--- src/hw/radio_irq_map.svh ---
`ifndef RADIO_IRQ_MAP_SVH
`define RADIO_IRQ_MAP_SVH

// ----------------------------------------------------------------
// Register indices, byte address is four times the index
// ----------------------------------------------------------------
`define IDX_L1_SYS_EN        10'h3C7
`define IDX_L1_PKT_EN        10'h3C8
`define IDX_L2_SYS_EN        10'h3C9
`define IDX_L2_PKT_EN        10'h3CA
`define IDX_SYS_SRC          10'h3CB
`define IDX_PKT_SRC          10'h3CC
`define IDX_BATT_CFG         10'h3E6
`define IDX_LEVELS           10'h3E7

// ----------------------------------------------------------------
// System source bits
// ----------------------------------------------------------------
`define SYS_POWERUP_BIT      1
`define SYS_WAKE_BIT         2
`define SYS_IDLE_BIT         3
`define SYS_POR_BIT          4
`define SYS_BATT_BIT         5

// ----------------------------------------------------------------
// Packet source bits
// ----------------------------------------------------------------
`define PKT_CCA_BIT          0
`define PKT_RX_DELIM_BIT     1
`define PKT_TX_DELIM_BIT     2
`define PKT_RX_FRAME_BIT     3
`define PKT_TX_FRAME_BIT     4

// ----------------------------------------------------------------
// Masks and reset values
// ----------------------------------------------------------------
`define SYS_VALID_MASK       8'h3E
`define PKT_VALID_MASK       8'h1F
`define SYS_EN_RESET         8'h02
`define PKT_EN_RESET         8'h00
`define SRC_RESET            8'h00
`define BATT_CFG_RESET       5'h00

// ----------------------------------------------------------------
// Battery trip level in millivolts
// ----------------------------------------------------------------
`define BATT_BASE_MV         12'd1700
`define BATT_STEP_MV         12'd62

// ----------------------------------------------------------------
// AXI responses
// ----------------------------------------------------------------
`define RESP_OKAY            2'b00
`define RESP_SLVERR          2'b10

`endif

--- src/hw/radio_irq_pkg.sv ---
package radio_irq_pkg;
    typedef logic [7:0]  reg8_t;
    typedef logic [11:0] millivolt_t;
    typedef enum logic [1:0] {
        WR_IDLE = 2'b01,
        WR_RESP = 2'b10
    } wr_state_e;
    typedef enum logic [1:0] {
        RD_IDLE = 2'b01,
        RD_RESP = 2'b10
    } rd_state_e;
endpackage : radio_irq_pkg

--- src/hw/event_if.sv ---
`timescale 1ns/10ps
`default_nettype none
interface event_if #(parameter int N = 8);
    logic [N-1:0] pulse;
    modport src (output pulse);
    modport dst (input pulse);
endinterface : event_if
`default_nettype wire

--- src/hw/event_edge_sync.sv ---
`timescale 1ns/10ps
`default_nettype none
module event_edge_sync #(
    parameter int N = 8
) (
    input  wire logic         aclk,
    input  wire logic         aresetn,
    input  wire logic [N-1:0] raw,
    event_if.src              ev
);
    import radio_irq_pkg::*;

    logic [N-1:0] meta;
    logic [N-1:0] sync;
    logic [N-1:0] prev;

    // ----------------------------------------------------------------
    // Two flops per pin, then a rising edge makes one pulse
    // ----------------------------------------------------------------
    for (genvar i = 0; i < N; i++) begin : g_bit
        always_ff @(posedge aclk) begin
            if (!aresetn) begin
                meta[i]     <= 1'b0;
                sync[i]     <= 1'b0;
                prev[i]     <= 1'b0;
                ev.pulse[i] <= 1'b0;
            end else begin
                meta[i]     <= raw[i];
                sync[i]     <= meta[i];
                prev[i]     <= sync[i];
                ev.pulse[i] <= sync[i] & ~prev[i];
            end
        end
    end
endmodule : event_edge_sync
`default_nettype wire

--- src/hw/radio_event_interrupt_mask.sv ---
// How it works
// - Controller idle sets system bit 3; power-on event reported at bit 4.
// - Chip ready sets system bit 1; its line enables reset to 1, others 0.
// - Wake timer expiry sets system bit 2; supply-low reported at bit 5.
// - Stored frame sets packet bit 3; sent 4, delimiter sent 2, seen 1.
// - Valid channel check result sets packet bit 0.
// - Supply-low fires below 1700 mV plus 62 mV times five-bit setting.
`include "radio_irq_map.svh"
`timescale 1ns/10ps
`default_nettype none
module radio_event_interrupt_mask #(
    parameter int ADDR_W = 12
) (
    input  wire logic                     aclk,
    input  wire logic                     aresetn,
    input  wire logic [ADDR_W-1:0]        s_axi_awaddr,
    input  wire logic                     s_axi_awvalid,
    output logic                          s_axi_awready,
    input  wire logic [31:0]              s_axi_wdata,
    input  wire logic [3:0]               s_axi_wstrb,
    input  wire logic                     s_axi_wvalid,
    output logic                          s_axi_wready,
    output logic [1:0]                    s_axi_bresp,
    output logic                          s_axi_bvalid,
    input  wire logic                     s_axi_bready,
    input  wire logic [ADDR_W-1:0]        s_axi_araddr,
    input  wire logic                     s_axi_arvalid,
    output logic                          s_axi_arready,
    output logic [31:0]                   s_axi_rdata,
    output logic [1:0]                    s_axi_rresp,
    output logic                          s_axi_rvalid,
    input  wire logic                     s_axi_rready,
    input  wire logic                     powerup_done,
    input  wire logic                     wake_timeout,
    input  wire logic                     controller_idle,
    input  wire logic                     cca_valid,
    input  wire logic                     rx_delim_seen,
    input  wire logic                     tx_delim_sent,
    input  wire logic                     rx_frame_stored,
    input  wire logic                     tx_frame_sent,
    input  wire radio_irq_pkg::millivolt_t supply_mv,
    output logic                          irq_line1,
    output logic                          irq_line2
);
    import radio_irq_pkg::*;

    // ----------------------------------------------------------------
    // Event pins
    // ----------------------------------------------------------------
    localparam int NEV = 8;

    event_if #(.N(NEV)) ev ();

    event_edge_sync #(.N(NEV)) u_sync (
        .aclk    (aclk),
        .aresetn (aresetn),
        .raw     ({tx_frame_sent, rx_frame_stored, tx_delim_sent, rx_delim_seen,
                   cca_valid, controller_idle, wake_timeout, powerup_done}),
        .ev      (ev.src)
    );

    logic ev_powerup;
    logic ev_wake;
    logic ev_idle;
    logic ev_cca;
    logic ev_rx_delim;
    logic ev_tx_delim;
    logic ev_rx_frame;
    logic ev_tx_frame;

    assign ev_powerup  = ev.pulse[0];
    assign ev_wake     = ev.pulse[1];
    assign ev_idle     = ev.pulse[2];
    assign ev_cca      = ev.pulse[3];
    assign ev_rx_delim = ev.pulse[4];
    assign ev_tx_delim = ev.pulse[5];
    assign ev_rx_frame = ev.pulse[6];
    assign ev_tx_frame = ev.pulse[7];

    // ----------------------------------------------------------------
    // Registers
    // ----------------------------------------------------------------
    reg8_t      l1_sys_en;
    reg8_t      l1_pkt_en;
    reg8_t      l2_sys_en;
    reg8_t      l2_pkt_en;
    reg8_t      sys_src;
    reg8_t      pkt_src;
    logic [4:0] batt_cfg;
    logic       por_pending;
    logic       batt_low;
    logic       batt_low_prev;
    millivolt_t trip_mv;

    // ----------------------------------------------------------------
    // Write channel
    // ----------------------------------------------------------------
    wr_state_e         wr_state;
    logic              aw_got;
    logic              w_got;
    logic [ADDR_W-1:0] aw_addr;
    logic [31:0]       w_data;
    logic [3:0]        w_strb;
    logic              wr_do;
    logic [9:0]        wr_idx;
    logic              wr_hit;

    assign wr_do  = (wr_state == WR_IDLE) && aw_got && w_got;
    assign wr_idx = aw_addr[11:2];

    always_comb begin
        case (wr_idx)
            `IDX_L1_SYS_EN, `IDX_L1_PKT_EN, `IDX_L2_SYS_EN, `IDX_L2_PKT_EN,
            `IDX_SYS_SRC, `IDX_PKT_SRC, `IDX_BATT_CFG, `IDX_LEVELS: wr_hit = 1'b1;
            default: wr_hit = 1'b0;
        endcase
    end

    always_ff @(posedge aclk) begin
        if (!aresetn) begin
            wr_state      <= WR_IDLE;
            aw_got        <= 1'b0;
            w_got         <= 1'b0;
            aw_addr       <= '0;
            w_data        <= 32'h0000_0000;
            w_strb        <= 4'h0;
            s_axi_awready <= 1'b1;
            s_axi_wready  <= 1'b1;
            s_axi_bvalid  <= 1'b0;
            s_axi_bresp   <= `RESP_OKAY;
        end else begin
            case (wr_state)
                WR_IDLE: begin
                    // Address and data may come in either order
                    if (s_axi_awvalid && s_axi_awready) begin
                        aw_got        <= 1'b1;
                        aw_addr       <= s_axi_awaddr;
                        s_axi_awready <= 1'b0;
                    end
                    if (s_axi_wvalid && s_axi_wready) begin
                        w_got        <= 1'b1;
                        w_data       <= s_axi_wdata;
                        w_strb       <= s_axi_wstrb;
                        s_axi_wready <= 1'b0;
                    end
                    if (wr_do) begin
                        s_axi_bvalid <= 1'b1;
                        s_axi_bresp  <= wr_hit ? `RESP_OKAY : `RESP_SLVERR;
                        wr_state     <= WR_RESP;
                    end
                end
                WR_RESP: begin
                    if (s_axi_bready) begin
                        s_axi_bvalid  <= 1'b0;
                        aw_got        <= 1'b0;
                        w_got         <= 1'b0;
                        s_axi_awready <= 1'b1;
                        s_axi_wready  <= 1'b1;
                        wr_state      <= WR_IDLE;
                    end
                end
                default: wr_state <= WR_IDLE;
            endcase
        end
    end

    logic  wr_lane0;
    reg8_t wbyte;

    assign wr_lane0 = wr_do && w_strb[0];
    assign wbyte    = w_data[7:0];

    // ----------------------------------------------------------------
    // Read channel
    // ----------------------------------------------------------------
    rd_state_e  rd_state;
    logic       rd_take;
    logic [9:0] rd_idx;
    reg8_t      rd_val;
    logic       rd_hit;

    assign rd_take = s_axi_arvalid && s_axi_arready;
    assign rd_idx  = s_axi_araddr[11:2];

    always_comb begin
        rd_hit = 1'b1;
        case (rd_idx)
            `IDX_L1_SYS_EN: rd_val = l1_sys_en;
            `IDX_L1_PKT_EN: rd_val = l1_pkt_en;
            `IDX_L2_SYS_EN: rd_val = l2_sys_en;
            `IDX_L2_PKT_EN: rd_val = l2_pkt_en;
            `IDX_SYS_SRC:   rd_val = sys_src;
            `IDX_PKT_SRC:   rd_val = pkt_src;
            `IDX_BATT_CFG:  rd_val = {3'b000, batt_cfg};
            `IDX_LEVELS:    rd_val = {5'b00000, batt_low, irq_line2, irq_line1};
            default: begin
                rd_val = 8'h00;
                rd_hit = 1'b0;
            end
        endcase
    end

    always_ff @(posedge aclk) begin
        if (!aresetn) begin
            rd_state      <= RD_IDLE;
            s_axi_arready <= 1'b1;
            s_axi_rvalid  <= 1'b0;
            s_axi_rdata   <= 32'h0000_0000;
            s_axi_rresp   <= `RESP_OKAY;
        end else begin
            case (rd_state)
                RD_IDLE: begin
                    if (rd_take) begin
                        s_axi_arready <= 1'b0;
                        s_axi_rvalid  <= 1'b1;
                        s_axi_rdata   <= {24'h000000, rd_val};
                        s_axi_rresp   <= rd_hit ? `RESP_OKAY : `RESP_SLVERR;
                        rd_state      <= RD_RESP;
                    end
                end
                RD_RESP: begin
                    if (s_axi_rready) begin
                        s_axi_rvalid  <= 1'b0;
                        s_axi_arready <= 1'b1;
                        rd_state      <= RD_IDLE;
                    end
                end
                default: rd_state <= RD_IDLE;
            endcase
        end
    end

    // ----------------------------------------------------------------
    // Enable registers
    // ----------------------------------------------------------------
    always_ff @(posedge aclk) begin
        if (!aresetn) begin
            l1_sys_en <= `SYS_EN_RESET;
            l2_sys_en <= `SYS_EN_RESET;
            l1_pkt_en <= `PKT_EN_RESET;
            l2_pkt_en <= `PKT_EN_RESET;
            batt_cfg  <= `BATT_CFG_RESET;
        end else if (wr_lane0) begin
            // Reserved bits never store, so they read back as zero
            case (wr_idx)
                `IDX_L1_SYS_EN: l1_sys_en <= wbyte & `SYS_VALID_MASK;
                `IDX_L1_PKT_EN: l1_pkt_en <= wbyte & `PKT_VALID_MASK;
                `IDX_L2_SYS_EN: l2_sys_en <= wbyte & `SYS_VALID_MASK;
                `IDX_L2_PKT_EN: l2_pkt_en <= wbyte & `PKT_VALID_MASK;
                `IDX_BATT_CFG:  batt_cfg  <= wbyte[4:0];
                default: ;
            endcase
        end
    end

    // ----------------------------------------------------------------
    // Supply monitor
    // ----------------------------------------------------------------
    always_ff @(posedge aclk) begin
        if (!aresetn) begin
            trip_mv       <= `BATT_BASE_MV;
            batt_low      <= 1'b0;
            batt_low_prev <= 1'b0;
        end else begin
            // Registered to keep the multiply off the compare path
            trip_mv       <= `BATT_BASE_MV + 12'(`BATT_STEP_MV * 12'(batt_cfg));
            batt_low      <= supply_mv < trip_mv;
            batt_low_prev <= batt_low;
        end
    end

    always_ff @(posedge aclk) begin
        if (!aresetn) begin
            por_pending <= 1'b1;
        end else begin
            por_pending <= 1'b0;
        end
    end

    // ----------------------------------------------------------------
    // Source flags, set wins over read or write clear
    // ----------------------------------------------------------------
    reg8_t sys_set;
    reg8_t pkt_set;
    reg8_t sys_clr;
    reg8_t pkt_clr;

    always_comb begin
        sys_set = 8'h00;
        pkt_set = 8'h00;
        sys_set[`SYS_POWERUP_BIT]  = ev_powerup;
        sys_set[`SYS_WAKE_BIT]     = ev_wake;
        sys_set[`SYS_IDLE_BIT]     = ev_idle;
        sys_set[`SYS_POR_BIT]      = por_pending;
        sys_set[`SYS_BATT_BIT]     = batt_low && !batt_low_prev;
        pkt_set[`PKT_CCA_BIT]      = ev_cca;
        pkt_set[`PKT_RX_DELIM_BIT] = ev_rx_delim;
        pkt_set[`PKT_TX_DELIM_BIT] = ev_tx_delim;
        pkt_set[`PKT_RX_FRAME_BIT] = ev_rx_frame;
        pkt_set[`PKT_TX_FRAME_BIT] = ev_tx_frame;
    end

    always_comb begin
        sys_clr = 8'h00;
        pkt_clr = 8'h00;
        if (rd_take && rd_idx == `IDX_SYS_SRC) begin
            sys_clr = 8'hFF;
        end
        if (rd_take && rd_idx == `IDX_PKT_SRC) begin
            pkt_clr = 8'hFF;
        end
        if (wr_lane0 && wr_idx == `IDX_SYS_SRC) begin
            sys_clr = sys_clr | wbyte;
        end
        if (wr_lane0 && wr_idx == `IDX_PKT_SRC) begin
            pkt_clr = pkt_clr | wbyte;
        end
    end

    always_ff @(posedge aclk) begin
        if (!aresetn) begin
            sys_src <= `SRC_RESET;
            pkt_src <= `SRC_RESET;
        end else begin
            sys_src <= ((sys_src & ~sys_clr) | sys_set) & `SYS_VALID_MASK;
            pkt_src <= ((pkt_src & ~pkt_clr) | pkt_set) & `PKT_VALID_MASK;
        end
    end

    // ----------------------------------------------------------------
    // Interrupt lines
    // ----------------------------------------------------------------
    logic next_irq_line1;
    logic next_irq_line2;

    assign next_irq_line1 = |(sys_src & l1_sys_en) || |(pkt_src & l1_pkt_en);
    assign next_irq_line2 = |(sys_src & l2_sys_en) || |(pkt_src & l2_pkt_en);

    always_ff @(posedge aclk) begin
        if (!aresetn) begin
            irq_line1 <= 1'b0;
            irq_line2 <= 1'b0;
        end else begin
            irq_line1 <= next_irq_line1;
            irq_line2 <= next_irq_line2;
        end
    end
endmodule : radio_event_interrupt_mask
`default_nettype wire

--- config.mk ---
export PLATFORM = sky130hd
export DESIGN_NAME = radio_event_interrupt_mask
export DESIGN_NICKNAME = d
export VERILOG_FILES = /design/src/hw/radio_irq_pkg.sv /design/src/hw/event_if.sv /design/src/hw/event_edge_sync.sv /design/src/hw/radio_event_interrupt_mask.sv
export VERILOG_INCLUDE_DIRS = /design/src /design/src/hw
export SDC_FILE = /design/constraint.sdc
export NUM_CORES = 1
export LEC_CHECK = 0
export ABC_CLOCK_PERIOD_IN_PS = 6500
export BUFFER_PORTS_ARGS = -buffer_cell sky130_fd_sc_hd__clkbuf_2
export CORE_MARGIN = 5
export CORE_UTILIZATION = 50
export DETAILED_ROUTE_END_ITERATION = 10
export PLACE_DENSITY = 0.73
export SYNTH_ARGS = -nofsm -noshare
export SYNTH_HDL_FRONTEND = slang
export SYNTH_SLANG_ARGS = --single-unit
--- constraint.sdc ---
create_clock -name aclk -period 6.5 [get_ports aclk]
set_input_delay 0.975 -clock aclk [delete_from_list [all_inputs] [get_ports aclk]]
set_output_delay 0.975 -clock aclk [all_outputs]
set_load 0.005 [all_outputs]
Word-level counts from Yosys, hierarchy flattened:

Index checks and enable logic that the tools add are counted.

* flip-flop bits (word level): 126
* output and inout bits: 43
* word-level logic and storage cells: 188

* add/sub/neg operators: 1
* $mul: 1
* order comparisons: 1
* equality and inequality tests: 26
* mux-type cells: 34
* bitwise operators: 28
* reduce and logical (&&, ||, !) cells: 37

Operators with widths (number)
* $eq A10 B10 Y1 const B: 16
* $pmux W6 S8: 1
* $reduce_or A8 Y1: 6
* $reduce_and A2 Y1: 11
* $and A6 B6 Y6: 3
* $and A5 B5 Y5: 3
* $mux W1: 14
* $pmux W1 S2: 7
* $add A11 B11 Y12 const A: 1
* $lt A12 B12 Y1: 1
* $mux W2: 6
* $mux W6: 2
* $or A6 B6 Y6: 2
* $reduce_and A3 Y1: 4
* $logic_and A1 B1 Y1: 11
* $mul A5 B5 Y10 const A: 1
* $mux W5: 2
* $or A5 B5 Y5: 2
* $and A1 B1 Y1: 8
* $ne A2 B2 Y1 const B: 4
* $not A1 Y1: 8
* $pmux W2 S2: 2
* $not A6 Y6: 1
* $not A5 Y5: 1
* 6 further kinds: 11

Longest topological paths before layout:

* depth after elaboration: 9
* depth in mapped cells: 13

Cells and area by module:

A second synthesis with hierarchy kept.

* cell total of the unflattened synthesis: 610
* area, all modules: 5719.2 sq um

By module, submodules not included
* radio_event_interrupt_mask: times used 1, cells an instance 543, area each 4840.9 sq um, seq. area each 1741.7 sq um
* event_edge_sync: times used 1, cells an instance 67, area each 878.3 sq um, seq. area each 640.6 sq um

Worst setup path before layout:

No wires, ideal clock.

* path type: register -> register
* start: register batt_cfg[2]
* end: register trip_mv[11]
* setup time: 70 ps
* data arrival time: 3756 ps
* setup slack: 2674 ps
* cell stages (with the launch flop): 14
* path buffers: 1
* path through: dfxtp_1 fa_1 inv_1 fa_1 fa_1 inv_1 ha_1 or2_2 and3_1 clkbuf_1 o311ai_2 o21ai_1 nor2b_1 a21oi_1

* word-level cells in the longest chain between the ends: 2

Ends and longest elaborated chain
* start: declaration: line radio_event_interrupt_mask.sv:89 `logic [4:0] batt_cfg;`
* start signal: assignment: line radio_event_interrupt_mask.sv:242 `` batt_cfg <= `BATT_CFG_RESET; ``
* start signal: assignment: line radio_event_interrupt_mask.sv:250 `` `IDX_BATT_CFG: batt_cfg <= wbyte[4:0]; ``
* $mul A5 B5 Y10 (no source line)
* $add A11 B11 Y12 (no source line)
* end signal: assignment: line radio_event_interrupt_mask.sv:261 `` trip_mv <= `BATT_BASE_MV; ``
* end signal: assignment: line radio_event_interrupt_mask.sv:266 `` trip_mv <= `BATT_BASE_MV + 12'(`BATT_STEP_MV * 12'(batt_cfg)); ``
* end: declaration: line radio_event_interrupt_mask.sv:93 `millivolt_t trip_mv;`

No other way between the ends.
A chain may end at the register's enable or synchronous reset.

Worst setup path after layout:

* start: register batt_cfg[2]
* end: register trip_mv[10]

The elaborated chain is that of the path after synthesis.

==> results.txt <==
----------------------------------------------------
[Run status]
  Status ... complete, no violations

[Logic synthesis]
  Instance count of the mapped netlist ... between 600 and 700
  Top flip-flop cell by instance count after synthesis ... sky130_fd_sc_hd__dfxtp_1
  Main area contributors after synthesis ... sky130_fd_sc_hd__dfxtp_1 (42%), sky130_fd_sc_hd__ha_1 (6.8%), sky130_fd_sc_hd__mux2i_1 (6.4%)
  Synth Warn # ... 0
  Sequential area share after synthesis ... a little over two fifths
  Most frequent cells after synthesis ... sky130_fd_sc_hd__dfxtp_1 (119), sky130_fd_sc_hd__nor2_1 (57), sky130_fd_sc_hd__nand2_1 (56), sky130_fd_sc_hd__inv_1 (40)
  Register bit total from synthesis ... ~120
  Cell area after technology mapping ... 5665 sq um
  Proportion of register bits with asynchronous set or reset after synthesis ... 0%
  Count of unique library cells instantiated by Yosys ... 57
  Top cell type by total area after synthesis ... sky130_fd_sc_hd__dfxtp_1
  Mapped Avg Cell Area ... 9.212 sq um
  Fraction of post-synthesis cell area in the top cell type by area ... between 40% and 50%
  Most frequent cell after synthesis ... sky130_fd_sc_hd__dfxtp_1
  Count of flip-flops with a built-in enable after synthesis ... 0

[Clock tree]
  Clock tree root driver cell ... sky130_fd_sc_hd__clkbuf_16
  Total clock buffers created by CTS ... 17
  TritonCTS clock tree ... yes
  Number of buffers inserted by post-CTS setup repair ... 0
  Clock-pin transition on the worst setup and hold timing paths ... around 0.050 ns
  CTS Hold Bufs ... 0
  Post-CTS Resized ... 0
  TritonCTS Sinks ... between 100 and 150
  Worst-case clock buffer depth ... 2
  Clock Latency Late Sink ... about 0.4 ns
  CTS H-Tree Depth ... 4

[Layout]
  Count of filler cells inserted in the layout ... around 900
  Fraction of layout instances using a drive strength above 1 ... roughly 15%
  Final net count ... 800
  Ant. Diodes ... 0
  Area overhead of the layout relative to synthesis ... 16.23%

[Setup path]
  Top fanout value on the critical path ... 6
  Source of the worst register-to-register timing path ... batt_cfg[2]$_SDFFE_PN0P_
  Category of the most critical setup path ... flop to flop
  FF-to-FF End ... trip_mv[10]$_SDFF_PN1_
  Depth of the most critical reg-to-reg path ... 12
  Worst path slowest cell ... sky130_fd_sc_hd__o311ai_0
  Critical path cell sequence ... fa_1 -> inv_1 -> fa_1 -> fa_1 -> inv_1 -> ha_1 -> and3_1 -> o21a_1 -> o311ai_0 -> a21oi_1 -> xor2_1 -> nand2_1
  Setup slack of the worst register-to-register path ... 2.24 ns
  Cell with the most instances on the worst path ... sky130_fd_sc_hd__fa_1
  Arrival @ worst endpoint ... 4.51 ns
  Maximum single-stage delay on the critical path ... between 0.7 and 0.8 ns
  CP Capture Type ... flop
  Element type at the critical path start ... flop
  Worst endpoint required time ... just under 7 ns

[Drt]
  Vias/cell ... slightly above 5
  Highest Signal Layer ... met4
  Wire length on met3 ... roughly 670 microns
  Detailed route wirelength on metal2 ... slightly below 6000 microns
  Routed Wire Length ... 12120 microns
  DRC violation total after the first TritonRoute iteration ... 210
  Post-DR wirelength/cell ... between 10 and 15 microns
  Antenna viol nets, final ... 0
  Total number of vias ... about 4300
  Met1 Routed Length ... about 5300 microns
  Pre-Repair DR Iteration Count ... 5
  DRC violations left ... 0

[Pwr]
  Gate power share ... under 10%
  Net switching power figure ... roughly 380 uW
  Power density over the cells ... ~280 nW/um^2
  Share of total power in sequential cells ... a little over two fifths
  Clk network pwr share ... a little over half
  Total internal power ... around 1500 uW
  Total leakage power ... ~0.0031 uW
  Peak ir drop on the vdd network ... ~0.22 mV
  Share of total power consumed by net switching ... just over 20%
  Total power ... 1845 uW

[Timing]
  Final count of negative-setup-slack endpoints ... 0
  Final worst path period share ... around two thirds
  Worst slew margin relative to its limit ... between 15 and 20%
  Setup repair after global routing missed its margin ... false
  Final count of pins violating max slew ... 0
  Timing-limited maximum frequency ... about 230 MHz
  Worst slack on hold paths ... about 0.37 ns
  Summed negative setup slack over all endpoints ... 0 ns
  Number of failing hold endpoints at the final stage ... 0
  Min Tclk post-route ... 4.265 ns
  Largest clock skew in the final design ... 0.005927 ns
  Slew @ Worst Pin ... between 1 and 1.5 ns

[Floorplanning]
  Horizontal die dimension ... ~120 microns
  Row cnt ... 38
  Area of the die ... between 10000 and 15000 sq um
  Core footprint ... between 10000 and 15000 sq um
  # IOs ... 130
  Initial core utilization ... about half
  Die boundary height ... approximately 120 microns

[Placement]
  Post-DP HPWL ... slightly below 9000 microns
  Routability-driven placement congestion ratio ... approximately 0.9
  Number of buffer cells added on primary ports ... 67

[Hold path]
  Class of the tightest hold or removal check ... flop to flop
  Beginning of the worst hold path ... u_sync.prev[4]$_SDFF_PN0_
  Worst Hold Depth ... 1
  Worst-case hold path end point ... u_sync.ev.pulse[4]$_SDFF_PN0_

[Global routing]
  Largest net degree at the start of global routing ... between 50 and 60
  Vias in the first global route ... 4127
  Global-route wire length before repair ... between 15000 and 20000 microns
  Global-route usage over all layers ... 18.82%
  Overflow after GRT ... 0
  Antenna violations before repair ... 0

[Flow run]
  Max-cap violation count ... 0

----------------------------------------------------
worst max-delay path by stage:
stage	startpoint	to	slack, ns	depth (start not counted)
6_report	batt_cfg[2]$_SDFFE_PN0P_	trip_mv[10]$_SDFF_PN1_	2.24	12
5_1_grt	batt_cfg[2]$_SDFFE_PN0P_	trip_mv[10]$_SDFF_PN1_	2.00	12
4_1_cts	batt_cfg[2]$_SDFFE_PN0P_	trip_mv[10]$_SDFF_PN1_	2.24	12
3_5_place_dp	batt_cfg[2]$_SDFFE_PN0P_	trip_mv[10]$_SDFF_PN1_	2.26	12
3_3_place_gp	batt_cfg[2]$_SDFFE_PN0P_	trip_mv[10]$_SDFF_PN1_	2.33	12
2_1_floorplan	batt_cfg[2]$_SDFFE_PN0P_	trip_mv[11]$_SDFF_PN0_	2.67	13
final cells by class:
| cell class | count | area (sq um) | share of cell area [%] |
|---|---|---|---|
| Clock inverter | 8 | 147.6 | 2.242 |
| Clock buffer | 21 | 470.5 | 7.144 |
| Multi-Input combinational cell | 428 | 2917 | 44.29 |
| Inverter | 40 | 150.1 | 2.280 |
| Timing Repair Buffer | 68 | 342.8 | 5.206 |
| Tap cell | 140 | 175.2 | 2.660 |
| Sequential cell | 119 | 2382 | 36.18 |
per-stage QoR:
step	cell area (sq um)	worst slack, ns	instances	utilization, %
floorplan	5767	2.674	642	-
global placement	5967	2.326	795	54.33
detailed placement	5967	2.258	795	54.33
CTS	6585	2.237	824	59.96
global route	6585	2.000	824	59.96
finish	6585	2.235	824	59.96
per-layer routing:
layer,vias up,global-route usage [%]
met5,-,0
met4,0,6.574
met3,18,5.440
met2,110,32.23
met1,1972,22.58
li1,2164,-
cell usage in the layout (no fill, tap or decap), types with 3 or more instances in the layout:
cell                         count
sky130_fd_sc_hd__a211oi_1        3
sky130_fd_sc_hd__a21oi_1        36
sky130_fd_sc_hd__a221oi_1        6
sky130_fd_sc_hd__a22o_1          6
sky130_fd_sc_hd__a22oi_1         5
sky130_fd_sc_hd__a32o_1          6
sky130_fd_sc_hd__and2_1         27
sky130_fd_sc_hd__and3_1          4
sky130_fd_sc_hd__bufinv_16       4
sky130_fd_sc_hd__clkbuf_16      17
sky130_fd_sc_hd__clkbuf_2       67
sky130_fd_sc_hd__clkbuf_8        3
sky130_fd_sc_hd__clkinvlp_4      3
sky130_fd_sc_hd__conb_1         28
sky130_fd_sc_hd__dfxtp_1       119
sky130_fd_sc_hd__fa_1            8
sky130_fd_sc_hd__ha_1           31
sky130_fd_sc_hd__inv_1          40
sky130_fd_sc_hd__mux2i_1        36
sky130_fd_sc_hd__mux4_2          3
sky130_fd_sc_hd__nand2_1        56
sky130_fd_sc_hd__nand2b_1        6
sky130_fd_sc_hd__nand3_1         6
sky130_fd_sc_hd__nand4_1         3
sky130_fd_sc_hd__nor2_1         57
sky130_fd_sc_hd__nor2b_1        19
sky130_fd_sc_hd__nor3_1          5
sky130_fd_sc_hd__nor3b_1         4
sky130_fd_sc_hd__o211ai_1        3
sky130_fd_sc_hd__o21a_1          8
sky130_fd_sc_hd__o21ai_0        17
sky130_fd_sc_hd__o22ai_1         4
sky130_fd_sc_hd__or4_1           3
sky130_fd_sc_hd__xnor2_1         6
sky130_fd_sc_hd__xor2_1          3
cell families after synthesis:
kind of cell	share of synthesized area (%)
AOI/OAI and AO/OA	12.96
xor gates and xnor gates	1.391
adders and majority gates	9.673
buffers and inverters	8.260
DFF	42.05
muxes	7.752
other	0.06619
and+or+nand+nor	17.84
power by group through the flow:
stage	sequential, uW	clock, uW	combinational, uW
5_1_grt	779	1030	109
4_1_cts	776	990	96.1
6_report	777	972	95.9
2_1_floorplan	782	0	78.6
3_5_place_dp	791	0	95.4
3_3_place_gp	790	0	92.1
registers in the layout, summed over array words and instances (netlist names), 6 cells and up:
register,flops
aw_addr,10
u_sync.ev.pulse,8
u_sync.prev,8
w_data,6
u_sync.sync,8
trip_mv,11
s_axi_rdata,6
u_sync.meta,8
critical path, delay by kind of cell, from the launching register on:
family          cells  cell delay, ns
compound gates      3            1.08
fa+ha+maj           4            1.97
xor+xnor            1            0.20
flops               1            0.42
simple gates        2            0.29
buf+inv             2            0.15
Note: power is estimated with default switching activity, not from simulation.
